## src/fwse_defines.svh

```systemverilog
// Constants of the flash row write and erase sequencer.
// Assumes inclusion by bare name from every file that needs them.
`ifndef FWSE_DEFINES_SVH
`define FWSE_DEFINES_SVH

`define FWSE_ROW_WORDS 32
`define FWSE_BLANK     14'h3fff
`define FWSE_KEY1      8'h55
`define FWSE_KEY2      8'haa
`define FWSE_CTRL_RST  8'h00

// Control word bit positions.
`define FWSE_CB_CFG    6
`define FWSE_CB_LATCH_ONLY_SELECT   5
`define FWSE_CB_FREE   4
`define FWSE_CB_WERR   3
`define FWSE_CB_PROGRAM_ERASE_ENABLE   2
`define FWSE_CB_WR     1
`define FWSE_CB_RD     0

// Configuration-space windows, addresses with the space bit stripped.
`define FWSE_UID_LO    15'h0000
`define FWSE_UID_HI    15'h0003
`define FWSE_ID_LO     15'h0005
`define FWSE_CFGW_HI   15'h000b
`define FWSE_DIA_LO    15'h0100
`define FWSE_DIA_HI    15'h02ff

`endif

```

## src/fwse_pkg.sv

```systemverilog
// Types of the flash row write and erase sequencer.
// Assumes nothing of its surroundings.
package fwse_pkg;
	typedef enum logic [2:0] {
		FWSE_IDLE  = 3'b000,
		FWSE_READ  = 3'b001,
		FWSE_LOAD  = 3'b010,
		FWSE_EWAIT = 3'b011,
		FWSE_PROG  = 3'b100,
		FWSE_PWAIT = 3'b101
	} fwse_state_e;
	typedef enum logic [1:0] {
		FWSE_K_IDLE  = 2'b00,
		FWSE_K_FIRST = 2'b01,
		FWSE_K_ARMED = 2'b10
	} fwse_key_e;
endpackage

```

## src/fwse_latch_if.sv

```systemverilog
// Carrier between the sequencer and its write latch memory.
// Assumes both ends run on one clock.
`timescale 1ns/1ps
interface fwse_latch_if #(
	parameter int AW = 5,
	parameter int DW = 14
);
	logic          we;
	logic [AW-1:0] waddr;
	logic [DW-1:0] wdata;
	logic [AW-1:0] raddr;
	logic [DW-1:0] rdata;
	modport ctl (output we, output waddr, output wdata, output raddr,
		input rdata);
	modport mem (input we, input waddr, input wdata, input raddr,
		output rdata);
endinterface

```

## src/fwse_seq.sv

```systemverilog
// Flash row write and erase sequencer with keyed start.
// Assumes a flash array on the same clock with combinational read data.
//
// Contract
// - Row from address 14:5, latch from 4:0.
// - One operation never spans two rows.
// - Latches return blank after program or erase.
// - Latch mode loads addressed latch only.
// - Program mode writes all latches to row.
// - Erase mode erases the addressed row.
// - Protected target: clear start, flag error.
// - Load or program needs unbroken unlock.
// - Programming never erases automatically.
// - Erase covers exactly one row.
// - Program always writes all 32 words.
// - Config-space read outside ranges gives zero.
// - User-ID words readable and writable.
// - ID, config, calibration words read-only.
// - Error on protection, reset, broken unlock.
// - Error flag sticky; software sets or clears.
// - Keys 55h then AAh, then start.
// - Completion sets done flag and interrupt.
// - Read loads data pair next cycle.
`timescale 1ns/1ps
`include "fwse_defines.svh"
module fwse_seq #(
	parameter int ROW_WORDS = `FWSE_ROW_WORDS,
	parameter int DW        = 14,
	parameter int AW        = 15
)(
	input  wire logic          i_clk,
	input  wire logic          i_rst_b,
	input  wire logic          i_dev_rst,
	input  wire logic          i_addr_we,
	input  wire logic [AW-1:0] i_addr_wdata,
	input  wire logic          i_data_we,
	input  wire logic [DW-1:0] i_data_wdata,
	input  wire logic          i_ctrl_we,
	input  wire logic [7:0]    i_ctrl_wdata,
	input  wire logic          i_key_we,
	input  wire logic [7:0]    i_key_wdata,
	input  wire logic          i_seq_break,
	input  wire logic          i_done_clr,
	input  wire logic          i_done_ie,
	input  wire logic [DW-1:0] i_fl_rdata,
	input  wire logic          i_fl_wp,
	input  wire logic          i_fl_done,
	output logic [AW-1:0]      o_flash_addr,
	output logic [DW-1:0]      o_flash_word,
	output logic [7:0]         o_ctrl,
	output logic               o_mem_op_done_flag,
	output logic               o_irq,
	output logic               o_fl_cfg,
	output logic               o_fl_erase,
	output logic               o_fl_prog_we,
	output logic [AW-1:0]      o_fl_prog_addr,
	output logic [DW-1:0]      o_fl_prog_data
);
	localparam int IW = $clog2(ROW_WORDS);
	localparam logic [IW-1:0] LAST_IDX = IW'(ROW_WORDS - 1);

	if (ROW_WORDS != 32 || DW != 14 || AW != 15) begin : g_chk
		$error("fwse_seq: row of 32 words of 14 bits only");
	end

	// ****************************************************************
	// Address decoding
	// ****************************************************************
	function automatic logic uid_addr(input logic [AW-1:0] a);
		return a <= `FWSE_UID_HI;
	endfunction

	function automatic logic cfg_readable(input logic [AW-1:0] a);
		return uid_addr(a) ||
			(a >= `FWSE_ID_LO && a <= `FWSE_CFGW_HI) ||
			(a >= `FWSE_DIA_LO && a <= `FWSE_DIA_HI);
	endfunction

	// ****************************************************************
	// State
	// ****************************************************************
	fwse_latch_if #(.AW(IW), .DW(DW)) lat ();

	fwse_latch_mem #(.DEPTH(ROW_WORDS), .AW(IW), .DW(DW)) u_mem (
		.i_clk (i_clk),
		.lp    (lat.mem)
	);

	fwse_pkg::fwse_state_e state;
	fwse_pkg::fwse_key_e   key;
	logic                  cfg_sel;
	logic                  latch_only_select;
	logic                  erase_sel;
	logic                  program_erase_enable;
	logic                  werr;
	logic                  wr;
	logic                  rd;
	logic [IW-1:0]         idx;
	logic [ROW_WORDS-1:0]  loaded;
	logic                  s1_v;
	logic                  s1_ld;
	logic [IW-1:0]         s1_idx;
	logic                  lat_we;
	logic [IW-1:0]         lat_waddr;
	logic [DW-1:0]         lat_wdata;
	logic                  next_done;

	assign lat.we    = lat_we;
	assign lat.waddr = lat_waddr;
	assign lat.wdata = lat_wdata;
	assign lat.raddr = idx;

	// ****************************************************************
	// Request decoding
	// ****************************************************************
	wire idle      = (state == fwse_pkg::FWSE_IDLE);
	wire self_wr   = (state == fwse_pkg::FWSE_LOAD) ||
		(state == fwse_pkg::FWSE_EWAIT) ||
		(state == fwse_pkg::FWSE_PROG) ||
		(state == fwse_pkg::FWSE_PWAIT);
	wire wr_req    = i_ctrl_we & i_ctrl_wdata[`FWSE_CB_WR];
	wire new_cfg   = i_ctrl_wdata[`FWSE_CB_CFG];
	wire new_latch_only_select  = i_ctrl_wdata[`FWSE_CB_LATCH_ONLY_SELECT];
	wire new_erase = i_ctrl_wdata[`FWSE_CB_FREE];
	wire any_acc   = i_addr_we | i_data_we | i_ctrl_we | i_key_we;
	wire key1_hit  = i_key_we & (i_key_wdata == `FWSE_KEY1);
	wire key2_hit  = i_key_we & (i_key_wdata == `FWSE_KEY2);
	wire armed     = (key == fwse_pkg::FWSE_K_ARMED);
	wire key_step  = (key == fwse_pkg::FWSE_K_FIRST && key2_hit) ||
		(armed && wr_req);
	wire seq_broken = (key != fwse_pkg::FWSE_K_IDLE) &&
		(i_seq_break || (any_acc && !key_step));
	wire start     = idle & wr_req & armed &
		i_ctrl_wdata[`FWSE_CB_PROGRAM_ERASE_ENABLE] & !i_seq_break;
	// Configuration space accepts self-writes only to the user-ID words.
	wire prot      = new_cfg ? !uid_addr(o_flash_addr) : i_fl_wp;
	wire is_load   = new_latch_only_select & !new_erase;
	wire blocked   = start & !is_load & prot;
	wire accept    = start & !blocked;
	wire rd_req    = idle & i_ctrl_we & i_ctrl_wdata[`FWSE_CB_RD] & !wr_req;
	wire ewait_end = (state == fwse_pkg::FWSE_EWAIT) & i_fl_done;
	// The array may only finish once the last streamed word left.
	wire pwait_end = (state == fwse_pkg::FWSE_PWAIT) & i_fl_done &
		!s1_v & !o_fl_prog_we;
	wire op_end    = ewait_end | pwait_end;
	wire hw_err    = blocked | seq_broken | (i_dev_rst & self_wr);

	// ****************************************************************
	// Unlock sequence
	// ****************************************************************
	// Any foreign access between the steps cancels the sequence, which
	// is what makes the order exact; idle cycles between the steps are allowed.
	always_ff @(posedge i_clk or negedge i_rst_b) begin
		if (!i_rst_b) begin
			key <= fwse_pkg::FWSE_K_IDLE;
		end else if (i_dev_rst || seq_broken || i_seq_break) begin
			key <= fwse_pkg::FWSE_K_IDLE;
		end else if (key == fwse_pkg::FWSE_K_IDLE && key1_hit) begin
			key <= fwse_pkg::FWSE_K_FIRST;
		end else if (key == fwse_pkg::FWSE_K_FIRST && key2_hit) begin
			key <= fwse_pkg::FWSE_K_ARMED;
		end else if (armed && wr_req) begin
			key <= fwse_pkg::FWSE_K_IDLE;
		end
	end

	// ****************************************************************
	// Control bits
	// ****************************************************************
	always_ff @(posedge i_clk or negedge i_rst_b) begin
		if (!i_rst_b) begin
			cfg_sel   <= 1'b0;
			latch_only_select      <= 1'b0;
			erase_sel <= 1'b0;
			program_erase_enable      <= 1'b0;
		end else if (i_dev_rst) begin
			cfg_sel   <= 1'b0;
			latch_only_select      <= 1'b0;
			erase_sel <= 1'b0;
			program_erase_enable      <= 1'b0;
		end else if (i_ctrl_we && idle) begin
			cfg_sel   <= new_cfg;
			latch_only_select      <= new_latch_only_select;
			erase_sel <= new_erase;
			program_erase_enable      <= i_ctrl_wdata[`FWSE_CB_PROGRAM_ERASE_ENABLE];
		end else if (ewait_end) begin
			erase_sel <= 1'b0;
		end
	end

	// A zero written while busy is ignored because writes need idle.
	always_ff @(posedge i_clk or negedge i_rst_b) begin
		if (!i_rst_b) begin
			wr <= 1'b0;
		end else if (i_dev_rst) begin
			wr <= 1'b0;
		end else if (accept) begin
			wr <= 1'b1;
		end else if (op_end || state == fwse_pkg::FWSE_LOAD) begin
			wr <= 1'b0;
		end
	end

	always_ff @(posedge i_clk or negedge i_rst_b) begin
		if (!i_rst_b) begin
			rd <= 1'b0;
		end else if (i_dev_rst) begin
			rd <= 1'b0;
		end else if (rd_req) begin
			rd <= 1'b1;
		end else if (state == fwse_pkg::FWSE_READ) begin
			rd <= 1'b0;
		end
	end

	// The error flag survives device resets so software can see why.
	always_ff @(posedge i_clk or negedge i_rst_b) begin
		if (!i_rst_b) begin
			werr <= 1'b0;
		end else if (hw_err) begin
			werr <= 1'b1;
		end else if (i_ctrl_we) begin
			werr <= i_ctrl_wdata[`FWSE_CB_WERR];
		end
	end

	always_comb begin
		next_done = o_mem_op_done_flag;
		if (i_done_clr) begin
			next_done = 1'b0;
		end
		if (op_end) begin
			next_done = 1'b1;
		end
	end

	always_ff @(posedge i_clk or negedge i_rst_b) begin
		if (!i_rst_b) begin
			o_mem_op_done_flag <= 1'b0;
			o_irq              <= 1'b0;
		end else begin
			o_mem_op_done_flag <= next_done;
			o_irq              <= next_done & i_done_ie;
		end
	end

	// ****************************************************************
	// Sequencer
	// ****************************************************************
	always_ff @(posedge i_clk or negedge i_rst_b) begin
		if (!i_rst_b) begin
			state <= fwse_pkg::FWSE_IDLE;
			idx   <= '0;
		end else if (i_dev_rst) begin
			state <= fwse_pkg::FWSE_IDLE;
			idx   <= '0;
		end else begin
			case (state)
			fwse_pkg::FWSE_IDLE: begin
				idx <= '0;
				if (accept && new_erase) begin
					state <= fwse_pkg::FWSE_EWAIT;
				end else if (accept && new_latch_only_select) begin
					state <= fwse_pkg::FWSE_LOAD;
				end else if (accept) begin
					state <= fwse_pkg::FWSE_PROG;
				end else if (rd_req) begin
					state <= fwse_pkg::FWSE_READ;
				end
			end
			fwse_pkg::FWSE_READ:  state <= fwse_pkg::FWSE_IDLE;
			fwse_pkg::FWSE_LOAD:  state <= fwse_pkg::FWSE_IDLE;
			fwse_pkg::FWSE_EWAIT: begin
				if (i_fl_done) begin
					state <= fwse_pkg::FWSE_IDLE;
				end
			end
			fwse_pkg::FWSE_PROG: begin
				idx <= idx + 1'b1;
				if (idx == LAST_IDX) begin
					state <= fwse_pkg::FWSE_PWAIT;
				end
			end
			fwse_pkg::FWSE_PWAIT: begin
				if (pwait_end) begin
					state <= fwse_pkg::FWSE_IDLE;
				end
			end
			default: state <= fwse_pkg::FWSE_IDLE;
			endcase
		end
	end

	// ****************************************************************
	// Write latches
	// ****************************************************************
	always_ff @(posedge i_clk or negedge i_rst_b) begin
		if (!i_rst_b) begin
			lat_we    <= 1'b0;
			lat_waddr <= '0;
			lat_wdata <= '0;
		end else begin
			lat_we    <= accept & is_load;
			lat_waddr <= o_flash_addr[IW-1:0];
			lat_wdata <= o_flash_word;
		end
	end

	// A valid mask clears in one cycle where the memory could not.
	always_ff @(posedge i_clk or negedge i_rst_b) begin
		if (!i_rst_b) begin
			loaded <= '0;
		end else if (op_end) begin
			loaded <= '0;
		end else if (accept && is_load) begin
			loaded[o_flash_addr[IW-1:0]] <= 1'b1;
		end
	end

	// ****************************************************************
	// Flash side
	// ****************************************************************
	always_ff @(posedge i_clk or negedge i_rst_b) begin
		if (!i_rst_b) begin
			s1_v           <= 1'b0;
			s1_ld          <= 1'b0;
			s1_idx         <= '0;
			o_fl_prog_we   <= 1'b0;
			o_fl_prog_addr <= '0;
			o_fl_prog_data <= '0;
			o_fl_erase     <= 1'b0;
		end else begin
			s1_v           <= (state == fwse_pkg::FWSE_PROG);
			s1_ld          <= loaded[idx];
			s1_idx         <= idx;
			o_fl_prog_we   <= s1_v;
			o_fl_prog_addr <= {o_flash_addr[AW-1:IW], s1_idx};
			o_fl_prog_data <= s1_ld ? lat.rdata : `FWSE_BLANK;
			o_fl_erase     <= accept & new_erase;
		end
	end

	// ****************************************************************
	// Address and data pair
	// ****************************************************************
	always_ff @(posedge i_clk or negedge i_rst_b) begin
		if (!i_rst_b) begin
			o_flash_addr <= '0;
		end else if (i_addr_we && idle) begin
			o_flash_addr <= i_addr_wdata;
		end
	end

	always_ff @(posedge i_clk or negedge i_rst_b) begin
		if (!i_rst_b) begin
			o_flash_word <= '0;
		end else if (state == fwse_pkg::FWSE_READ) begin
			if (cfg_sel && !cfg_readable(o_flash_addr)) begin
				o_flash_word <= '0;
			end else begin
				o_flash_word <= i_fl_rdata;
			end
		end else if (i_data_we) begin
			o_flash_word <= i_data_wdata;
		end
	end

	assign o_fl_cfg = cfg_sel;
	assign o_ctrl   = {1'b0, cfg_sel, latch_only_select, erase_sel, werr, program_erase_enable, wr, rd};
endmodule // fwse_seq

```

## src/fwse_latch_mem.sv

```systemverilog
// Row write latch storage with a registered read port.
// Assumes the sequencer tracks which entries hold data.
`timescale 1ns/1ps
module fwse_latch_mem #(
	parameter int DEPTH = 32,
	parameter int AW    = 5,
	parameter int DW    = 14
)(
	input  wire logic i_clk,
	fwse_latch_if.mem lp
);
	if (DEPTH != (1 << AW)) begin : g_chk
		$error("fwse_latch_mem: DEPTH must equal 2**AW");
	end

	logic [DW-1:0] store [DEPTH];

	// Contents need no reset: blank entries are masked by the owner.
	always_ff @(posedge i_clk) begin
		if (lp.we) begin
			store[lp.waddr] <= lp.wdata;
		end
	end

	always_ff @(posedge i_clk) begin
		lp.rdata <= store[lp.raddr];
	end
endmodule // fwse_latch_mem

```

## config.mk

```make
export PLATFORM = sky130hd
export DESIGN_NAME = fwse_seq
export DESIGN_NICKNAME = d
export VERILOG_FILES = /design/src/fwse_pkg.sv /design/src/fwse_latch_if.sv /design/src/fwse_seq.sv /design/src/fwse_latch_mem.sv
export VERILOG_INCLUDE_DIRS = /design/src /design/src/src
export SDC_FILE = /design/constraint.sdc
export NUM_CORES = 1
export LEC_CHECK = 0
export ABC_CLOCK_PERIOD_IN_PS = 2600
export BUFFER_PORTS_ARGS = -buffer_cell sky130_fd_sc_hd__buf_2
export CAP_MARGIN = 25
export CORE_AREA = 3 3 246 248
export CTS_CLUSTER_SIZE = 30
export DETAILED_ROUTE_END_ITERATION = 12
export DIE_AREA = 0 0 249 251
export PLACE_DENSITY = 0.52
export SYNTH_ARGS = -nofsm -noshare
export SYNTH_HDL_FRONTEND = slang
export SYNTH_SLANG_ARGS = --single-unit
export TNS_END_PERCENT = 20
```

## constraint.sdc

```tcl
create_clock -name i_clk -period 2.6 [get_ports i_clk]
set_clock_uncertainty 0.1 [all_clocks]
set_input_delay 0.26 -clock i_clk [delete_from_list [all_inputs] [get_ports i_clk]]
set_output_delay 0.26 -clock i_clk [all_outputs]
set_load 0.1 [all_outputs]
```

==> impl_results.md, run 1 <==
- Outcome: complete, no violations
- Final net count: 1,811
- Crit path launch type: flip-flop
- Unique cell type count in the Yosys netlist: a little under 60
- Die height: about 250 µm
- Fmax: 420 MHz
- DRT Pass-1 Iters: 5
- RePlAce Congestion: 0.792
- Top-count cell post-synth: edfxtp_1
- Hold Path Class: input port to asynchronous set/reset pin
- R2R Setup Slk: 0.22 ns
- Peak supply drop: between 0.6 and 0.7 mV
- Initial antenna violation count: 0
- Final Core Density: 0.484
- Drt wl/cell: 22.7 µm
- Final Hold Viols: 0
- Relative max-transition margin: 0.479
- Crit Path Class: flip-flop to flip-flop
- Yosys Warn Count: 0
- Core footprint: a little under 60,000 µm²
- Sequential cell area: between 15,000 and 20,000 µm²
- Final HPWL DP: around 35 mm
- Seq/Total Area, Yosys: 0.736
- CTS Buf Count: 66
- Vias in the first global route: roughly 14k
- Slew @ Worst Pin: 0.781 ns
- Setup TNS Final: 0 ns
- Filler cells: between 4k and 5k
- Worst r2r src: o_flash_addr[9]$_DFFE_PN0P_
- Largest net degree at the start of global routing: 61
- Worst Path Required: just over 3 ns
- FF-to-FF path depth: 6
- # Post-CTS Setup Buffers: 0
- Crit-path slowest cell: dlygate4sd3_1
- CP startpoint: o_flash_addr[9]$_DFFE_PN0P_
- R2R Path End: o_flash_word[6]$_DFFE_PN0P_
- Crit path time final: 2.38 ns
- Share of layout cells above drive strength 1: 0.206
- Number of vias in the routed layout: roughly 13k
- Clock transition at the registers of the reported paths: roughly 0.060 ns
- Synth area leader: edfxtp_1
- Post-synth EDFFs: between 400 and 500
- Clk sinks: 600
- Synth Instances: between 1k and 1.5k
- Vias per inst: between 5 and 6
- RSZ-0062 raised after global routing: false
- Pwr Total: approximately 22 mW
- Synthesis-stage register bit count: 600
- Clock latency on the worst-skew pair: roughly 0.60 ns
- Yosys top cell area share: 0.576
- Die area: about 62,000 µm²
- Clk root buf: clkbuf_16
- Grt total ovfl: 0
- Setup crit end kind: flip-flop
- WL final: 58.1 mm
- CTS tree: yes
- H-tree depth: 3
- Leak: between 9 and 10 nW
- Syn Nets: 1,541
- Clock tree buffer depth: 3
- Critical path, cell by cell: nor4_2 > a31oi_1 > o2111ai_1 > buf_4 > o211a_1 > dlygate4sd3_1
- Routed Antenna Nets: 0
- Num rows: between 80 and 90
- I/O pins: roughly 140
- Total track usage: 0.186
- # setup viols final: 0
- Residual DRC: 0
- Power Density: around 770 nW/µm²
- Post-synth top flop: edfxtp_1
- Max Cap Violations: 0
- Peak fanout along the critical path: 14
- Fin. max-slew vios: 0
- First-pass GRT wire length: approximately 87 mm
- Iteration-0 DRC Markers: roughly 900
- Synth cell count leaders: edfxtp_1, mux2i_1, dfrtp_1
- Multi-input gate area: about 5800 µm²
- Most Crowded Layer GR: met2
- Met1 GRT Util: 0.260
- Post-synth ARST share: 0.230
- Synth Cell Area: ~23,000 µm²
- Met2 Use GR: 0.304
- Synth top area cells: edfxtp_1, dfrtp_1, mux2i_1
- CP peak stage delay: between 0.5 and 0.6 ns
- Die X: roughly 250 µm
- Crit path DAT: about 2.8 ns
- Buffers on Ports: 139
- Area Overhead vs Synth: 21.6%
- Final period util: 0.917
- Worst Hold Margin: 0.0580 ns
- Average size of a mapped cell: between 15 and 20 µm²
- Initial core utilization: 0.398
- GR Util met3: 0.0343
[report_power, final]
group	total, mW	internal (mW)	leakage, nW	switching [mW]
registers	10.9	10.7	5.85	0.186
clock network	9.15	5.43	1.05	3.72
logic	1.82	0.466	2.93	1.36
[metrics by stage]
stage	cell area (µm²)	setup slack, ns	instances
2_1_floorplan	23400	0.336	1468
3_3_place_gp	25400	0.531	2372
3_5_place_dp	25600	0.505	2380
4_1_cts	28400	0.0548	2562
5_1_grt	28400	0.0297	2563
6_report	28400	0.217	2564
[registers in the layout, summed over array words and instances (netlist names), 2 cells and up]
name            count
idx                 5
key                 2
lat.waddr           5
s1_idx              5
u_mem.lp.rdata     14
loaded             32
lat.wdata          14
o_flash_word       14
o_fl_prog_data     14
state               3
u_mem.store       448
o_fl_prog_addr     15
o_flash_addr       15
[cells in the final DEF (no fill, tap or decap), types with 7 or more instances in the layout]
master,n
clkinv_2,15
nand2_1,60
buf_2,138
edfxtp_1,448
mux2i_1,257
mux2_2,15
nor2b_1,7
a22oi_1,107
nand3_1,67
clkbuf_16,69
a21oi_1,40
clkbuf_1,14
clkbuf_8,9
o211a_1,14
buf_12,15
nand4_1,18
o21ai_1,16
nand3b_1,9
buf_4,68
dfrtp_1,137
dfxtp_1,14
dlygate4sd3_1,62
buf_16,8
nand2b_1,20
nor2_1,68
[per-layer routing]
layer	vias to the layer above	wire length (µm)
li1	6183	-
met1	6754	26500
met2	315	27700
met3	77	2770
met4	0	1190
met5	-	0
[worst max-delay path, delay by kind of cell (launching register included)]
family,cells,cell delay [ns]
buffers and inverters,2,0.81
DFF,1,0.43
AOI/OAI and AO/OA,3,0.55
and+or+nand+nor,1,0.42
[how the worst max path moves through the flow]
stage | endpoint | slack, ns | cells past startpoint
2_1_floorplan | o_flash_word[10]$_DFFE_PN0P_ | 0.34 | 6
3_3_place_gp | u_mem.lp.rdata[4]$_DFF_P_ | 0.53 | 6
3_5_place_dp | u_mem.lp.rdata[10]$_DFF_P_ | 0.50 | 6
4_1_cts | o_flash_word[9]$_DFFE_PN0P_ | 0.05 | 6
5_1_grt | o_flash_word[6]$_DFFE_PN0P_ | 0.03 | 6
6_report | o_flash_word[6]$_DFFE_PN0P_ | 0.22 | 6
[timing repair]
item / 4_1_cts / 5_1_grt
hold endpoints to repair: 188 / 0
hold buffers: 62 / 0
setup endpoints to repair: 0 / 14
resized for setup: 0 / 1
[logic make-up after synthesis]
kind of cell | count (synthesis) | share of synthesized area
flip-flops | 600 | 0.736
AND/OR/NAND/NOR | 298 | 0.0662
multiplexers | 272 | 0.117
AO/OA/AOI/OAI | 200 | 0.0598
buffers and inverters | 94 | 0.0195
adder cells (fa/ha/maj) | 2 | 0.00107
other | 1 | 0.000160
XOR/XNOR | 1 | 0.000375
[cell type report]
class	count	share of cell area
well taps	773	0.0340
clock inverters	28	0.00815
multi-input cells	774	0.202
clock buffers	92	0.0670
repair buffers	292	0.0828
inverters	4	0.000528
flip-flops and latches	600	0.605
diodes	1	0.0000881
Note: power is estimated with default switching activity, not from simulation.
==> inputs of run 2 (changes only) <==
--- a/config.mk
+++ b/config.mk
@@ -6,7 +6,7 @@
 export SDC_FILE = /design/constraint.sdc
 export NUM_CORES = 1
 export LEC_CHECK = 0
-export ABC_CLOCK_PERIOD_IN_PS = 2600
+export ABC_CLOCK_PERIOD_IN_PS = 2400
 export BUFFER_PORTS_ARGS = -buffer_cell sky130_fd_sc_hd__buf_2
 export CAP_MARGIN = 25
 export CORE_AREA = 3 3 246 248
==> constraint.sdc (replaced) <==
create_clock -name i_clk -period 2.4 [get_ports i_clk]
set_clock_uncertainty 0.1 [all_clocks]
set_input_delay 0.24 -clock i_clk [delete_from_list [all_inputs] [get_ports i_clk]]
set_output_delay 0.24 -clock i_clk [all_outputs]
set_load 0.1 [all_outputs]
==> run 2 against run 1 <==
Net effect:
- non-clock buffer count grew 15
- clock power is 14% higher
- power is 10% higher
- setup slack got worse by 0.065 ns
- utilization is 0.41 points higher
- register-to-register slack worse by 0.07 ns
- flip-flop and latch count is the same
- first-iteration DRC count is 8.5% lower
- maximum frequency grew 6.0%
- worst hold slack better by 0.0020 ns
- clock-buffer cell count is 3 higher
- critical endpoint is now state[1]$_DFFE_PN0P_
- largest cell class unchanged
==> impl_results.md, run 2 (same netlist as run 1, synthesis figures left out) <==
- Outcome: complete, no violations
- Final net count: 1,827 (+0.88%)
- Final Core Density: 0.488 (+0.00407)
- Combinational Power Share: 0.079 (-0.004)
- Core footprint: 58,700 µm² (unchanged)
- Num rows: 89 (unchanged)
- Design Area, Final: 28,700 µm² (+0.84%)
- Commonest cells after routing, fill and taps aside: edfxtp_1, mux2i_1, buf_2
- Crit Path Class: flip-flop to flip-flop
- # setup viols final: 0 (unchanged)
- Iteration-0 DRC Markers: 805 (-8.5%)
- RSZ-0062 raised after global routing: false
- Clk root buf: clkbuf_16
- Setup TNS Final: 0 ns (unchanged)
- Crit path DAT: 2.67 ns (-0.13 ns)
- Vias in the first global route: 13.8k (+0.84%)
- H-tree depth: 3 (unchanged)
- Setup crit end kind: flip-flop
- Worst r2r src: state[2]$_DFFE_PN0P_
- Buf+Inv Stages, Crit Path: 1 (-1)
- Routed Antenna Nets: 0 (unchanged)
- Max reg flops: 448 (unchanged)
- Largest net degree at the start of global routing: 58 (-4.9%)
- Die X: 249 µm (unchanged)
- Die height: 251 µm (unchanged)
- Final period util: 0.937 (+0.0203)
- Crit path time final: 2.25 ns (-0.135 ns)
- Share of layout cells above drive strength 1: 0.208 (+0.00161)
- Slew @ Worst Pin: 0.790 ns (+0.00927 ns)
- Grt total ovfl: 0 (unchanged)
- Crit path launch type: flip-flop
- Hold Path Class: input port to asynchronous set/reset pin
- Clock latency on the worst-skew pair: 0.58 ns (-0.02 ns)
- Peak fanout along the critical path: 10 (-4)
- P_int: 18.4 mW (+11%)
- Power Density: 841 nW/µm² (+9.3%)
- Filler cells: 4,986 (+0.42%)
- P_sw: 5.66 mW (+7.6%)
- Crit-path slowest cell: or4b_2
- Fmax: 445 MHz (+6.0%)
- Clock tree buffer depth: 3 (unchanged)
- Regs by FF count: u_mem.store: 448 flops, loaded: 32 flops
- Fin. max-slew vios: 0 (unchanged)
- Vias per inst: 5.17 (-0.57%)
- Area Overhead vs Synth: 22.6%
- Clock share of power: 0.430 (+0.012)
- Placed inst area: 25,700 µm² (+0.37%)
- Residual DRC: 0 (unchanged)
- Total track usage: 0.184 (-0.00214)
- Max Cap Violations: 0 (unchanged)
- Clock transition at the registers of the reported paths: 0.06 ns (about the same)
- Reg with most FFs: u_mem.store
- Number of vias in the routed layout: 13.3k (+0.015%)
- Clk sinks: 600 (unchanged)
- Critical path, cell by cell: nand2b_2 > or4b_2 > o31ai_1 > dlygate4sd3_1
- CTS Buf Count: 67 (+1.5%)
- Drt wl/cell: 22.4 µm (-1.1%)
- Initial antenna violation count: 0 (unchanged)
- CTS tree: yes
- Die area: 62,500 µm² (unchanged)
- WL final: 57.8 mm (-0.53%)
- Final Hold Viols: 0 (unchanged)
- DRT Pass-1 Iters: 5 (unchanged)
- Sequential power share: 0.491 (-0.007)
- CP top delay family: simple AND/OR/NAND/NOR gates
- R2R Setup Slk: 0.15 ns (-0.07 ns)
- RePlAce Congestion: 0.792 (about the same)
- Commonest non-fill, non-tap cell in the layout: edfxtp_1
- Worst Path Required: 2.82 ns (-0.20 ns)
- First-pass GRT wire length: 86.4 mm (-1.1%)
- R2R Path End: state[1]$_DFFE_PN0P_
- Initial core utilization: 0.398 (unchanged)
- I/O pins: 142 (unchanged)
- FF-to-FF path depth: 4 (-2)
- Switch share: 0.235 (-0.00583)
- Buffers on Ports: 139 (unchanged)
- Relative max-transition margin: 0.473 (-0.00618)
- Leak: 9.96 nW (+1.3%)
- Final HPWL DP: 36.7 mm (+4.6%)
- CP peak stage delay: 0.63 ns (+0.07 ns)
- Peak supply drop: 0.643 mV (+1.0%)
[run 2: routing by layer]
layer	share of wire	vias to the layer above	global-route usage	wire [µm]
met5	0	-	0	0
met3	0.051	98	0.0382	2950
met1	0.44	6673	0.250	25700
li1	-	6217	-	-
met4	0.031	0	0.0607	1810
met2	0.47	343	0.297	27300
[run 2: area by class of cell]
cell class | instances | area, µm² | area share
well taps | 773 | 967 | 0.0338
repair buffers | 307 | 2480 | 0.0865
clock inverters | 25 | 273 | 0.00952
diodes | 1 | 2.50 | 0.0000873
clock buffers | 95 | 1980 | 0.0691
flip-flops and latches | 600 | 17200 | 0.600
inverters | 4 | 15.0 | 0.000524
multi-input cells | 774 | 5750 | 0.201
[run 2: how the worst max path moves through the flow]
stage	from	endpoint	slack, ns	depth (start not counted)
finish	state[2]$_DFFE_PN0P_	state[1]$_DFFE_PN0P_	0.15	4
CTS	state[2]$_DFFE_PN0P_	state[1]$_DFFE_PN0P_	0.09	4
global placement	idx[0]$_DFFE_PN0P_	u_mem.lp.rdata[3]$_DFF_P_	0.34	5
detailed placement	idx[0]$_DFFE_PN0P_	u_mem.lp.rdata[5]$_DFF_P_	0.33	6
global route	o_flash_addr[12]$_DFFE_PN0P_	state[1]$_DFFE_PN0P_	0.005	7
floorplan	o_flash_addr[2]$_DFFE_PN0P_	o_flash_word[10]$_DFFE_PN0P_	0.14	6
[run 2: power by group through the flow]
| stage | combinational (mW) | clock [mW] | sequential, mW |
|---|---|---|---|
| final | 1.90 | 10.4 | 11.8 |
| after global placement | 1.57 | 0 | 12.2 |
| after global routing | 2.00 | 11.1 | 11.9 |
| after detailed placement | 1.84 | 0 | 12.0 |
| after CTS | 1.92 | 10.6 | 11.8 |
| after floorplan | 0.317 | 0 | 12.8 |
[run 2: repair_timing]
| item | CTS | global route |
|---|---|---|
| setup buffers | 0 | 1 |
| hold buffers | 67 | 0 |
| endpoints found under the hold margin | 188 | 0 |
| endpoints found under the setup margin | 0 | 1 |
| gates resized for setup | 0 | 1 |
[run 2: metrics by stage]
step	setup slack (ns)	instances	power, mW	hold WS, ns
4_1_cts	0.0900	2577	24.4	0.0160
3_3_place_gp	0.342	2382	13.7	0.0960
2_1_floorplan	0.136	1468	13.1	-0.156
5_1_grt	0.00539	2578	25.0	0.0609
3_5_place_dp	0.330	2390	13.9	0.0949
6_report	0.152	2579	24.1	0.0601
